`src/rtl/map_cache_pkg.sv`:
```
// constants and types for the expansion-bus map translation cache
// Notes on behaviour
// RULE1: sixteen-entry fully associative cache of map register copies
// RULE2: look up by bus address 21:9; on miss read entry at map base
// RULE3: fetched entry with valid bit set is stored; pending cycle proceeds
// RULE4: entry holds valid flag 33, tag 32:20, page frame 19:0
// RULE5: hit gives memory address 28:9 from frame, bits 8:0 pass through
// RULE6: no valid cached entry means reading the memory map instead
// RULE7: valid flags clear on resets, invalidate-all, base write, cached map write
// RULE8: cpu 2000_0000..2000_1FFF maps to bus io page, bbs7 set, upper bits zero
// RULE9: cpu 3000_0000..303F_FFFF maps to bus memory with address bits 21:0
// RULE10: device is always the bus arbiter, never a plain participant
// RULE11: 16-bit comm register at 2000_1F40, open to every bus master; enable bits 6 and 5 change only on writes with self_master_in set
// RULE12: byte writes change only the addressed byte
// RULE13: memory error bit 15 sets on dma memory error rise or cpu-bus timeout
// RULE14: memory error clears on write one, resets, or dma error bit clearing
// RULE15: writing one to bit 14 invalidates all entries; reads zero
// RULE16: bits 13:9 and 7 read zero and are written zero
// RULE17: auxiliary halt bit 8 is read-only, cleared by resets, no cpu effect
// RULE18: with enable bit 6 set, writing one to bit 0 raises doorbell until granted
// RULE19: bit 5 gates external access to local memory, cleared by power resets; here it gates only translations read from memory, not cache hits
// RULE20: when all entries are in use, a round-robin pointer picks the victim
`default_nettype none
package map_cache_pkg;
  localparam int ENTRIES = 16;
  localparam int IDX_W = 4;
  localparam int TAG_W = 13;
  localparam int FRAME_W = 20;
  localparam int ENTRY_VALID_BIT = 33;
  localparam int MAP_VALID_BIT = 31;
  localparam logic [31:0] COMM_REG_ADDR = 32'h2000_1f40;
  localparam logic [31:0] IO_WIN_BASE = 32'h2000_0000;
  localparam logic [31:0] IO_WIN_LAST = 32'h2000_1fff;
  localparam logic [31:0] MEM_WIN_BASE = 32'h3000_0000;
  localparam logic [31:0] MEM_WIN_LAST = 32'h303f_ffff;
  localparam int MEM_ERR_BIT = 15;
  localparam int INVAL_ALL_BIT = 14;
  localparam int AUX_HALT_BIT = 8;
  localparam int DB_ENABLE_BIT = 6;
  localparam int LM_ACCESS_BIT = 5;
  localparam int DB_REQUEST_BIT = 0;
  localparam logic [15:0] COMM_RESET = 16'h0000;
  typedef enum logic [2:0] {
    ST_IDLE = 3'b001,
    ST_FETCH = 3'b010,
    ST_DONE = 3'b100
  } xlate_state_t;
endpackage : map_cache_pkg
`default_nettype wire

```
`src/rtl/map_cache.sv`:
```
// expansion-bus map cache, cpu window translation and communication register
`default_nettype none
module map_cache
  import map_cache_pkg::*;
(
  input wire logic clk_sys_in,
  input wire logic rst_in,
  input wire logic dc_power_ok_in,
  input wire logic io_reset_write_in,
  // expansion-bus dma translation request
  input wire logic xlate_req_in,
  input wire logic [21:0] xlate_addr_in,
  output logic xlate_done_out,
  output logic xlate_ok_out,
  output logic [28:0] xlate_mem_addr_out,
  // memory-resident map fetch
  input wire logic [16:0] map_base_in,
  output logic map_rd_req_out,
  output logic [31:0] map_rd_addr_out,
  input wire logic map_rd_ack_in,
  input wire logic [31:0] map_rd_data_in,
  // invalidation sources
  input wire logic map_base_write_in,
  input wire logic map_reg_write_in,
  input wire logic [12:0] map_reg_write_page_in,
  // cpu window translation
  input wire logic [31:0] cpu_addr_in,
  output logic cpu_win_hit_out,
  output logic [21:0] cpu_bus_addr_out,
  output logic cpu_bus_bbs7_out,
  output logic bus_arbiter_out,
  // communication register access
  input wire logic reg_sel_in,
  input wire logic reg_wr_in,
  input wire logic [1:0] reg_byte_en_in,
  input wire logic [15:0] reg_wdata_in,
  input wire logic self_master_in,
  output logic [15:0] reg_rdata_out,
  // error and doorbell sources
  input wire logic dma_memory_error_in,
  input wire logic cpu_bus_timeout_in,
  input wire logic doorbell_grant_in,
  output logic doorbell_irq_request_out,
  output logic local_memory_external_access_out
);
  logic dc_power_ok_s1_r;
  logic dc_power_ok_s2_r;
  logic dc_power_ok_prev_r;
  logic [ENTRY_VALID_BIT:0] entry_r [ENTRIES];
  logic [IDX_W-1:0] victim_r;
  xlate_state_t state_r;
  xlate_state_t state_nxt;
  logic [21:0] pend_addr_r;
  logic done_ok_r;
  logic [28:0] mem_addr_r;
  logic mem_err_r;
  logic aux_halt_r;
  logic db_enable_r;
  logic lm_access_r;
  logic db_req_r;
  logic dma_err_prev_r;

  // dc_power_ok comes from a pin: synchronise before use
  always_ff @(posedge clk_sys_in)
  begin
    dc_power_ok_s1_r <= dc_power_ok_in;
    dc_power_ok_s2_r <= dc_power_ok_s1_r;
  end

  // edge history starts high so that a supply still low when reset ends is taken for a power drop
  always_ff @(posedge clk_sys_in)
  begin
    if (rst_in)
      dc_power_ok_prev_r <= 1'b1;
    else
      dc_power_ok_prev_r <= dc_power_ok_s2_r;
  end

  wire dc_power_ok_fall = dc_power_ok_prev_r & ~dc_power_ok_s2_r;
  wire power_clr = rst_in | dc_power_ok_fall;
  wire io_clr = power_clr | io_reset_write_in;

  function automatic logic tag_match(input logic [ENTRY_VALID_BIT:0] e, input logic [TAG_W-1:0] t);
    tag_match = e[ENTRY_VALID_BIT] & (e[32:FRAME_W] == t);
  endfunction : tag_match

  wire [TAG_W-1:0] look_tag = pend_addr_r[21:9]; // see RULE2
  logic [ENTRIES-1:0] hit_vec;
  logic [ENTRIES-1:0] inval_vec;
  logic [ENTRIES-1:0] empty_vec;
  genvar g;
  generate
    for (g = 0; g < ENTRIES; g++)
    begin : g_cam
      assign hit_vec[g] = tag_match(entry_r[g], look_tag); // see RULE1
      assign empty_vec[g] = ~entry_r[g][ENTRY_VALID_BIT];
    end
  endgenerate

  // a map register write kills only its own cached copy; other entries stay
  generate
    for (g = 0; g < ENTRIES; g++)
    begin : g_kill
      assign inval_vec[g] = tag_match(entry_r[g], map_reg_write_page_in) & map_reg_write_in; // see RULE7
    end
  endgenerate

  logic [IDX_W-1:0] hit_idx;
  logic [IDX_W-1:0] free_idx;

  // lowest set bit wins; used both for the hit entry and for the first free slot
  function automatic logic [IDX_W-1:0] lowest_set(input logic [ENTRIES-1:0] v);
    logic [IDX_W-1:0] idx;
    idx = '0;
    for (int i = ENTRIES - 1; i >= 0; i--)
    begin
      if (v[i])
        idx = IDX_W'(i);
    end
    lowest_set = idx;
  endfunction : lowest_set

  assign hit_idx = lowest_set(hit_vec);
  // a free slot is always preferred, so the pointer only matters once the cache is full
  assign free_idx = (|empty_vec) ? lowest_set(empty_vec) : victim_r; // see RULE20

  wire cache_hit = |hit_vec;
  wire [FRAME_W-1:0] hit_frame = entry_r[hit_idx][FRAME_W-1:0];

  // comm register write decode
  wire reg_write = reg_sel_in & reg_wr_in;
  wire wr_lo = reg_write & reg_byte_en_in[0]; // see RULE12
  wire wr_hi = reg_write & reg_byte_en_in[1]; // see RULE12
  wire inval_all_wr = wr_hi & reg_wdata_in[INVAL_ALL_BIT]; // see RULE15
  wire flush_all = io_clr | inval_all_wr | map_base_write_in; // see RULE7

  wire fetch_valid = map_rd_data_in[MAP_VALID_BIT];
  wire store_entry = (state_r == ST_FETCH) & map_rd_ack_in & fetch_valid & ~flush_all; // see RULE3

  // fetch sequencing: requests that arrive while busy are not taken
  always_comb
  begin
    case (state_r)
      ST_IDLE:
      begin
        if (xlate_req_in)
          state_nxt = ST_FETCH;
        else
          state_nxt = ST_IDLE;
      end
      ST_FETCH:
      begin
        if (cache_hit)
          state_nxt = ST_DONE; // see RULE5
        else if (map_rd_ack_in)
          state_nxt = ST_DONE; // see RULE3
        else
          state_nxt = ST_FETCH;
      end
      ST_DONE:
      begin
        state_nxt = ST_IDLE;
      end
      default:
      begin
        state_nxt = ST_IDLE;
      end
    endcase
  end

  // first cycle in fetch state tries the cache; a miss holds the memory read open
  assign map_rd_req_out = (state_r == ST_FETCH) & ~cache_hit; // see RULE6
  assign map_rd_addr_out = {map_base_in[16:0], look_tag, 2'b00}; // see RULE2
  assign xlate_done_out = (state_r == ST_DONE);
  assign xlate_ok_out = done_ok_r;
  assign xlate_mem_addr_out = mem_addr_r;

  wire in_idle = (state_r == ST_IDLE);
  wire in_fetch = (state_r == ST_FETCH);
  wire take_req = in_idle & xlate_req_in;
  wire fetch_hit = in_fetch & cache_hit;
  wire fetch_ack = in_fetch & ~cache_hit & map_rd_ack_in;

  always_ff @(posedge clk_sys_in)
  begin
    if (rst_in)
      state_r <= ST_IDLE;
    else
      state_r <= state_nxt;
  end

  // the address is held for the whole fetch so the lookup tag cannot move under it
  always_ff @(posedge clk_sys_in)
  begin
    if (rst_in)
      pend_addr_r <= '0;
    else if (take_req)
      pend_addr_r <= xlate_addr_in;
  end

  // a hit is not gated by the local access enable; only the memory path is
  always_ff @(posedge clk_sys_in)
  begin
    if (rst_in)
    begin
      done_ok_r <= 1'b0;
      mem_addr_r <= '0;
    end
    else if (fetch_hit)
    begin
      done_ok_r <= 1'b1;
      mem_addr_r <= {hit_frame, pend_addr_r[8:0]}; // see RULE5
    end
    else if (fetch_ack)
    begin
      done_ok_r <= fetch_valid & lm_access_r; // see RULE19
      mem_addr_r <= {map_rd_data_in[FRAME_W-1:0], pend_addr_r[8:0]}; // see RULE5
    end
  end

  // entries: flags cleared by flushes, single entry cleared on a write to its map register
  generate
    for (g = 0; g < ENTRIES; g++)
    begin : g_entry
      wire load_here = store_entry & (free_idx == IDX_W'(g));
      always_ff @(posedge clk_sys_in)
      begin
        if (flush_all)
        begin
          entry_r[g][ENTRY_VALID_BIT] <= 1'b0; // see RULE7
        end
        else if (load_here)
        begin
          entry_r[g] <= {1'b1, look_tag, map_rd_data_in[FRAME_W-1:0]}; // see RULE4
        end
        else if (inval_vec[g])
        begin
          entry_r[g][ENTRY_VALID_BIT] <= 1'b0; // see RULE7
        end
      end
    end
  endgenerate

  // the pointer only moves when a full cache is forced to evict
  wire evict = store_entry & ~|empty_vec;

  always_ff @(posedge clk_sys_in)
  begin
    if (rst_in)
    begin
      victim_r <= '0;
    end
    else if (evict)
    begin
      victim_r <= victim_r + 1'b1; // see RULE20
    end
  end

  // cpu window translation
  wire in_io_win = (cpu_addr_in >= IO_WIN_BASE) & (cpu_addr_in <= IO_WIN_LAST);
  wire in_mem_win = (cpu_addr_in >= MEM_WIN_BASE) & (cpu_addr_in <= MEM_WIN_LAST);
  assign cpu_win_hit_out = in_io_win | in_mem_win;
  // both windows decode in parallel; they cannot overlap
  wire [21:0] io_bus_addr = {9'h000, cpu_addr_in[12:0]}; // see RULE8
  wire [21:0] mem_bus_addr = cpu_addr_in[21:0]; // see RULE9
  assign cpu_bus_addr_out = in_io_win ? io_bus_addr : (in_mem_win ? mem_bus_addr : 22'h00_0000);
  assign cpu_bus_bbs7_out = in_io_win; // see RULE8
  assign bus_arbiter_out = 1'b1; // see RULE10

  // communication register
  wire dma_err_fall = dma_err_prev_r & ~dma_memory_error_in;
  wire dma_err_rise = dma_memory_error_in & ~dma_err_prev_r;
  wire mem_err_set = dma_err_rise | cpu_bus_timeout_in;
  wire mem_err_wclr = wr_hi & reg_wdata_in[MEM_ERR_BIT];
  // only the device itself as bus master may change the enables
  wire own_lo = wr_lo & self_master_in;

  always_ff @(posedge clk_sys_in)
  begin
    if (rst_in)
      dma_err_prev_r <= 1'b0;
    else
      dma_err_prev_r <= dma_memory_error_in;
  end

  // a new error outranks a clear in the same cycle so it is never lost
  always_ff @(posedge clk_sys_in)
  begin
    if (mem_err_set)
      mem_err_r <= 1'b1; // see RULE13
    else if (io_clr | mem_err_wclr | dma_err_fall)
      mem_err_r <= 1'b0; // see RULE14
  end

  // nothing sets the halt flag: auxiliary mode is not supported
  always_ff @(posedge clk_sys_in)
  begin
    if (io_clr)
      aux_halt_r <= 1'b0; // see RULE17
  end

  always_ff @(posedge clk_sys_in)
  begin
    if (io_clr)
      db_enable_r <= 1'b0;
    else if (own_lo)
      db_enable_r <= reg_wdata_in[DB_ENABLE_BIT];
  end

  // the i/o reset write leaves the local access enable alone; only power events clear it
  always_ff @(posedge clk_sys_in)
  begin
    if (power_clr)
      lm_access_r <= 1'b0; // see RULE19
    else if (own_lo)
      lm_access_r <= reg_wdata_in[LM_ACCESS_BIT];
  end

  // request wins over a same-cycle grant so a new ring is not lost
  always_ff @(posedge clk_sys_in)
  begin
    if (power_clr | ~db_enable_r)
      db_req_r <= 1'b0;
    else if (wr_lo && reg_wdata_in[DB_REQUEST_BIT])
      db_req_r <= 1'b1; // see RULE18
    else if (doorbell_grant_in)
      db_req_r <= 1'b0; // see RULE18
  end

  // unused bits and the invalidate strobe read back as zero
  wire [7:0] rd_hi = {mem_err_r, 6'b00_0000, aux_halt_r}; // see RULE16
  wire [7:0] rd_lo = {1'b0, db_enable_r, lm_access_r, 4'h0, db_req_r}; // see RULE16
  assign reg_rdata_out = {rd_hi, rd_lo}; // see RULE11
  assign doorbell_irq_request_out = db_req_r;
  assign local_memory_external_access_out = lm_access_r;
endmodule : map_cache
`default_nettype wire

```
`config.mk`:
```
export PLATFORM = sky130hd
export DESIGN_NAME = map_cache
export DESIGN_NICKNAME = d
export VERILOG_FILES = /design/src/rtl/map_cache_pkg.sv /design/src/rtl/map_cache.sv
export SDC_FILE = /design/constraint.sdc
export NUM_CORES = 1
export LEC_CHECK = 0
export ABC_AREA = 1
export BUFFER_PORTS_ARGS = -buffer_cell sky130_fd_sc_hd__buf_2
export CORE_UTILIZATION = 55
export DETAILED_ROUTE_END_ITERATION = 16
export PLACE_DENSITY = 0.74
export SLEW_MARGIN = 5
export SYNTH_ARGS = -nofsm -noshare
export SYNTH_HDL_FRONTEND = slang
export SYNTH_SLANG_ARGS = --single-unit
```
`constraint.sdc`:
```
create_clock -name clk_sys_in -period 8.01 [get_ports clk_sys_in]
set_input_delay 0.801 -clock clk_sys_in [delete_from_list [all_inputs] [get_ports clk_sys_in]]
set_output_delay 0.801 -clock clk_sys_in [all_outputs]
set_load 0.05 [all_outputs]
```
==> results.md, run 1 <==
* Status: complete, no violations
* Vias in the first global route at 24573
* Multi-input gate area at ~11000 um^2
* Setup Crit Path Kind: reg -> reg
* Post-CTS Resized at 0
* Pin count of the biggest net entering global routing at 97
* First-pass DRT Iterations at 8
* HP Start: dc_power_ok_in
* Final Setup Violations at 0
* Post-route insts no fill at between 4000 and 5000
* Period utilization at 0.683
* H-tree lvl count at 2
* Peak supply drop at between 150 and 200 uV
* GP Congestion at roughly 0.97
* GR Util met3 at 0.0810
* Synth async-reset ratio at 0
* Hold Buf Count CTS at 0
* Post-synth EDFFs at about 540
* Post-synth cell types at 54
* Slew headroom at 0.145
* GRT busiest layer: met2
* Yosys reg bits at between 600 and 700
* Worst-Skew Late Latency at 0.66 ns
* Syn Area/Cell at ~9.2 um^2
* Clock Path Buffers at 3
* Nets at 3703
* Met2 usage at 0.512
* Grt ovf at 0
* Top cell by count, worst path: nand2_1
* Clock sink count at 611
* FF/Latch Area at approximately 18000 um^2
* GRT Overall Usage at 0.342
* Hold depth at 1
* Routed WL per cell at between 20 and 25 um
* Worst endpoint required time at 8.53 ns
* Detailed Place HPWL at ~60 mm
* Vias per std cell at between 6 and 7
* Least-Margin Pin Slew at about 1.3 ns
* Leak at about 0.014 uW
* Setup bufs post-CTS at 0
* Final hold vios at 0
* Worst r2r path cells at 28
* Die height at roughly 240 um
* P&R area growth vs syn at 10.4%
* DIE AREA at roughly 60000 um^2
* Total of max-cap violations at 0
* Io pins at approximately 260
* CP peak stage delay at 0.91 ns
* Crit path launch type: flip-flop
* Pwr per Cell Area at just over 200 nW/um^2
* CTS tree: yes
* Most common library cells after synthesis: nand2_1, edfxtp_1, inv_1
* Routed via count at around 27000
* Worst R2R End: xlate_mem_addr_out[11]
* CTS clk-pin slew, worst paths at around 0.060 ns
* Synth Instances at approximately 3500
* Most frequent cell after synthesis: nand2_1
* Initial Util at 0.560
* Number of fillers in the final layout at ~4600
* Post-Route WL at 101 mm
* Routed Antenna Nets at 0
* CP max-delay cell: inv_1
* First-pass GRT wire length at 150 mm
* Final Max Slew Viols at 0
* Initial antenna violation count at 3
* Seq/Total Area, Yosys at 0.556
* Initial DRC Count at 3509
* Placed instance count at between 4000 and 5000
* Layout cells sized above 1 at 0.117
* Worst setup EP type: flip-flop
* Max Fanout on Critical Path at 79
* Fin Clk Skew at between 0.02 and 0.03 ns
* Hold EP: dc_power_ok_s1_r
* Core area at between 50000 and 60000 um^2
* Achievable Freq at 183 MHz
* Die X-Extent at about 240 um
* R2R Path Start: pend_addr_r[18]
* Post-Syn Area at between 30000 and 40000 um^2
* Hold crit path type: in -> reg
* Ys flop type: edfxtp_1
* FF-to-FF setup slack at 2.54 ns
* CP arrival at 5.99 ns
* RSZ-0062 raised after global routing: false
* Hold Slack at around 0.26 ns
* Met1 Usage GRT at 0.474
* Tmin final at about 5.5 ns
* DRC Markers at 0
* Setup TNS at 0 ns
* Clk root buf: clkbuf_16
* IO buf count at 183
* Post-synth top area cell: edfxtp_1
* Number of synthesis warnings at 0
* Row cnt at 87
* Dominant cells by area after synthesis: edfxtp_1, nand2_1, nand3_1
* Num CTS Buffers at just over 60
* Synth top area share at 0.514
[report_power, final]
part	internal [uW]	switching, uW	total, uW
Sequential	3490	14.9	3510
Combinational	137	457	593
Clock	1740	1250	2990
Total	5370	1730	7090
[worst max-delay path, delay by kind of cell (launching register included)]
kind,cells,cell delay [ns]
and+or+nand+nor,24,2.42
buffers and inverters,3,2.36
DFF,1,0.31
AOI/OAI and AO/OA,1,0.08
[through the flow]
step	worst slack (ns)	util	power, uW	area (um^2)
6_report	2.54	0.619	7090	35100
5_1_grt	2.30	0.619	7250	35100
4_1_cts	2.77	0.619	7080	35100
3_5_place_dp	2.76	0.581	4140	33000
3_3_place_gp	2.81	0.581	4130	33000
2_1_floorplan	3.34	-	3950	31800
[layout by cell type, fill, tap and decap left out, types with 62 or more instances in the layout]
cell type / instances
edfxtp_1: 544
nor2_1: 321
dfxtp_1: 64
o22ai_1: 84
nand3b_1: 147
buf_2: 183
o21ai_0: 123
clkbuf_16: 62
nand3_1: 371
nand2_1: 656
inv_1: 417
nand4_1: 77
[sequential cells by signal (all words and copies together) (netlist names), 3 cells and up]
signal and flops:
entry_r 544, pend_addr_r 22, state_r 3, victim_r 4
xlate_mem_addr_out 29
[per-layer routing]
| metal | wire, um | part of all wire | vias up |
|---|---|---|---|
| met1 | 39500 | 0.39 | 12363 |
| met4 | 4560 | 0.045 | 0 |
| met2 | 43700 | 0.43 | 1820 |
| met3 | 13700 | 0.14 | 320 |
| li1 | - | - | 12022 |
| met5 | 0 | 0 | - |
[cell type report]
type / count / area share
sequential: 611 / 0.504
multi-input combinational: 2203 / 0.324
clock buffer: 80 / 0.0479
inverter: 435 / 0.0465
timing repair buffer: 242 / 0.0387
tap: 756 / 0.0270
clock inverter: 34 / 0.0123
antenna: 1 / 0.0000713
[cells by family (layout without fill, tap and decap cells)]
kind of cell	count (synthesis)	in the layout	share of synthesized area
buf+inv	666	791	0.0927
simple gates	1747	1747	0.257
other cells	2	16	0.000236
xor+xnor	79	79	0.0218
fa+ha+maj	1	1	0.000394
flops	611	611	0.556
compound gates	361	361	0.0720
[worst max-delay path by stage]
stage | from | slack (ns) | end | cells past startpoint
2_1_floorplan | cpu_addr_in[30] | 3.34 | cpu_bus_addr_out[10] | 8
3_3_place_gp | pend_addr_r[14] | 2.81 | xlate_mem_addr_out[12] | 27
3_5_place_dp | pend_addr_r[14] | 2.76 | xlate_mem_addr_out[12] | 27
4_1_cts | pend_addr_r[14] | 2.77 | xlate_mem_addr_out[11] | 27
5_1_grt | pend_addr_r[11] | 2.30 | xlate_mem_addr_out[11] | 28
6_report | pend_addr_r[18] | 2.54 | xlate_mem_addr_out[11] | 28
Power figures use the tool's default switching activity.
==> run 2: changes to the inputs <==
- PLACE_DENSITY: 0.74 -> 0.77
- clock period: 8.01 -> 4.9 ns (I/O delays scaled with it)
==> results.md, run 2 (synthesis results as in run 1) <==
* Clock sink count at 611 (unchanged)
* GRT Overall Usage at 0.346 (+0.00459)
* Vias in the first global route at 24983 (+1.7%)
* Grt ovf at 0 (unchanged)
* Setup Crit Path Kind: reg -> reg
* First-pass DRT Iterations at 8 (unchanged)
* DIE AREA at 58700 um^2 (unchanged)
* RSZ-0062 raised after global routing: false
* Total of max-cap violations at 0 (unchanged)
* Post-Route WL at 103 mm (+2.0%)
* H-tree lvl count at 3 (+1)
* Leak at 0.0143 uW (+1.8%)
* Detailed Place HPWL at 64.0 mm (+6.2%)
* Max Fanout on Critical Path at 40 (-49%)
* Number of fillers in the final layout at 4443 (-4.4%)
* Max reg flops at 544 (unchanged)
* Io pins at 255 (unchanged)
* Nets at 3742 (+1.1%)
* Status: complete, no violations
* CP peak stage delay at 0.63 ns (-0.28 ns)
* Final Setup Violations at 0 (unchanged)
* Pin count of the biggest net entering global routing at 157 (+62%)
* Multi-input gate area at 11400 um^2 (unchanged)
* Peak supply drop at 269 uV (+42%)
* Achievable Freq at 225 MHz (+23%)
* Period utilization at 0.906 (+0.223)
* Die height at 242 um (unchanged)
* Core area at 56700 um^2 (unchanged)
* Tmin final at 4.44 ns (-1.03 ns)
* Die X-Extent at 242 um (unchanged)
* Commonest non-fill, non-tap cells in the layout: nand2_1, edfxtp_1, inv_1
* Layout cells sized above 1 at 0.125 (+0.00753)
* Routed via count at 27181 (+2.5%)
* CTS tree: yes
* Worst endpoint required time at 5.44 ns (-3.09 ns)
* CP arrival at 4.98 ns (-1.01 ns)
* Row cnt at 87 (unchanged)
* DRC Markers at 0 (unchanged)
* FF/Latch Area at 17700 um^2 (unchanged)
* Most common cell after layout, fill and taps aside: nand2_1
* Final hold vios at 0 (unchanged)
* Fin util at 0.629 (+0.0104)
* Hold Slack at 0.0519 ns (-0.213 ns)
* Least-Margin Pin Slew at 1.21 ns (-0.0718 ns)
* Final Max Slew Viols at 0 (unchanged)
* Slew headroom at 0.193 (+0.0479)
* Initial DRC Count at 3856 (+9.9%)
* Most flop-heavy register: entry_r
* Clk root buf: clkbuf_16
* Vias per std cell at 6.17 (+1.5%)
* Hold crit path type: in -> reg
* Routed WL per cell at 23.5 um (+0.96%)
* CP cell instances: inv_2 -> buf_4 -> o21ai_0 -> nor2_1 -> nand3_1 -> nor3_1 -> nand2_1 -> nand3_1 -> nand3_1 -> nand3_1 -> nand3_1 -> nand3_1 -> nand3_4 -> inv_2 -> buf_4 -> nand3_1 -> nand3_1 -> nand3_1 -> nand3_1 -> nand2_1 -> a21oi_1
* GP Congestion at 1.02 (+5.1%)
* Setup bufs post-CTS at 0 (unchanged)
* Initial antenna violation count at 3 (unchanged)
* Worst setup EP type: flip-flop
* Num CTS Buffers at 66 (+8.2%)
* Setup TNS at 0 ns (unchanged)
* IO buf count at 183 (unchanged)
* Initial Util at 0.560 (unchanged)
* Top cell by count, worst path: nand3_1
* CTS clk-pin slew, worst paths at 0.06 ns (about the same)
* Pwr per Cell Area at 331 nW/um^2 (+64%)
* P&R area growth vs syn at 12.3%
* First-pass GRT wire length at 152 mm (+1.1%)
* Clock Path Buffers at 3 (unchanged)
* Worst-Skew Late Latency at 0.63 ns (-0.03 ns)
* Crit path launch type: flip-flop
* Fin Clk Skew at 0.0275 ns (+0.00157 ns)
* CP max-delay cell: inv_2
* Routed Antenna Nets at 0 (unchanged)
run 2: worst max-delay path, delay by kind of cell (launching register included):
family / cells / cell delay, ns
AND/OR/NAND/NOR: 15 / 1.77
AO/OA/AOI/OAI: 2 / 0.29
flip-flops: 1 / 0.35
buffers and inverters: 4 / 1.92
run 2: layer usage:
metal	track usage	part of all wire	vias up
li1	-	-	12114
met3	0.0846	0.15	334
met4	0.177	0.049	0
met1	0.472	0.37	12632
met2	0.515	0.43	2101
met5	0	0	-
run 2: path summary, 6_finish.rpt:
kind                      startpoint                endpoint  slack, ns  cells after the start
hold / removal    cpu_bus_timeout_in               mem_err_r       0.05                      3
setup / recovery     pend_addr_r[14]  xlate_mem_addr_out[22]       0.46                     21
hold reg to reg     dc_power_ok_s1_r        dc_power_ok_s2_r       0.33                      0
setup reg to reg     pend_addr_r[14]  xlate_mem_addr_out[22]       0.46                     21
run 2: cell type report:
cell class                      count  area share
Sequential cell                   611       0.496
Multi-Input combinational cell   2203       0.318
Timing Repair Buffer              276      0.0523
Clock buffer                       81      0.0479
Inverter                          435      0.0458
Tap cell                          756      0.0265
Clock inverter                     38      0.0134
Antenna cell                        5    0.000351
run 2: power breakdown:
part	internal (uW)	leakage (uW)	total [uW]	switching (uW)
combinational	252	0.00774	1010	755
clock	2940	0.00106	5050	2110
sequential	5710	0.00552	5740	26.6
run 2: repair_timing:
item | in CTS | in global routing
setup endpoints to repair | 0 | 0
hold buffers | 1 | 0
endpoints found under the hold margin | 1 | 0
gates resized for setup | 0 | 0
run 2: metrics by stage:
step | cell area [um^2] | total power, uW | cells | worst slack [ns]
finish | 35700 | 11800 | 4405 | 0.461
global route | 35700 | 12100 | 4402 | 0.252
CTS | 35700 | 11800 | 4400 | 0.579
detailed placement | 33500 | 6800 | 4280 | 0.619
global placement | 33500 | 6790 | 4280 | 0.626
floorplan | 31800 | 6450 | 3480 | 0.851
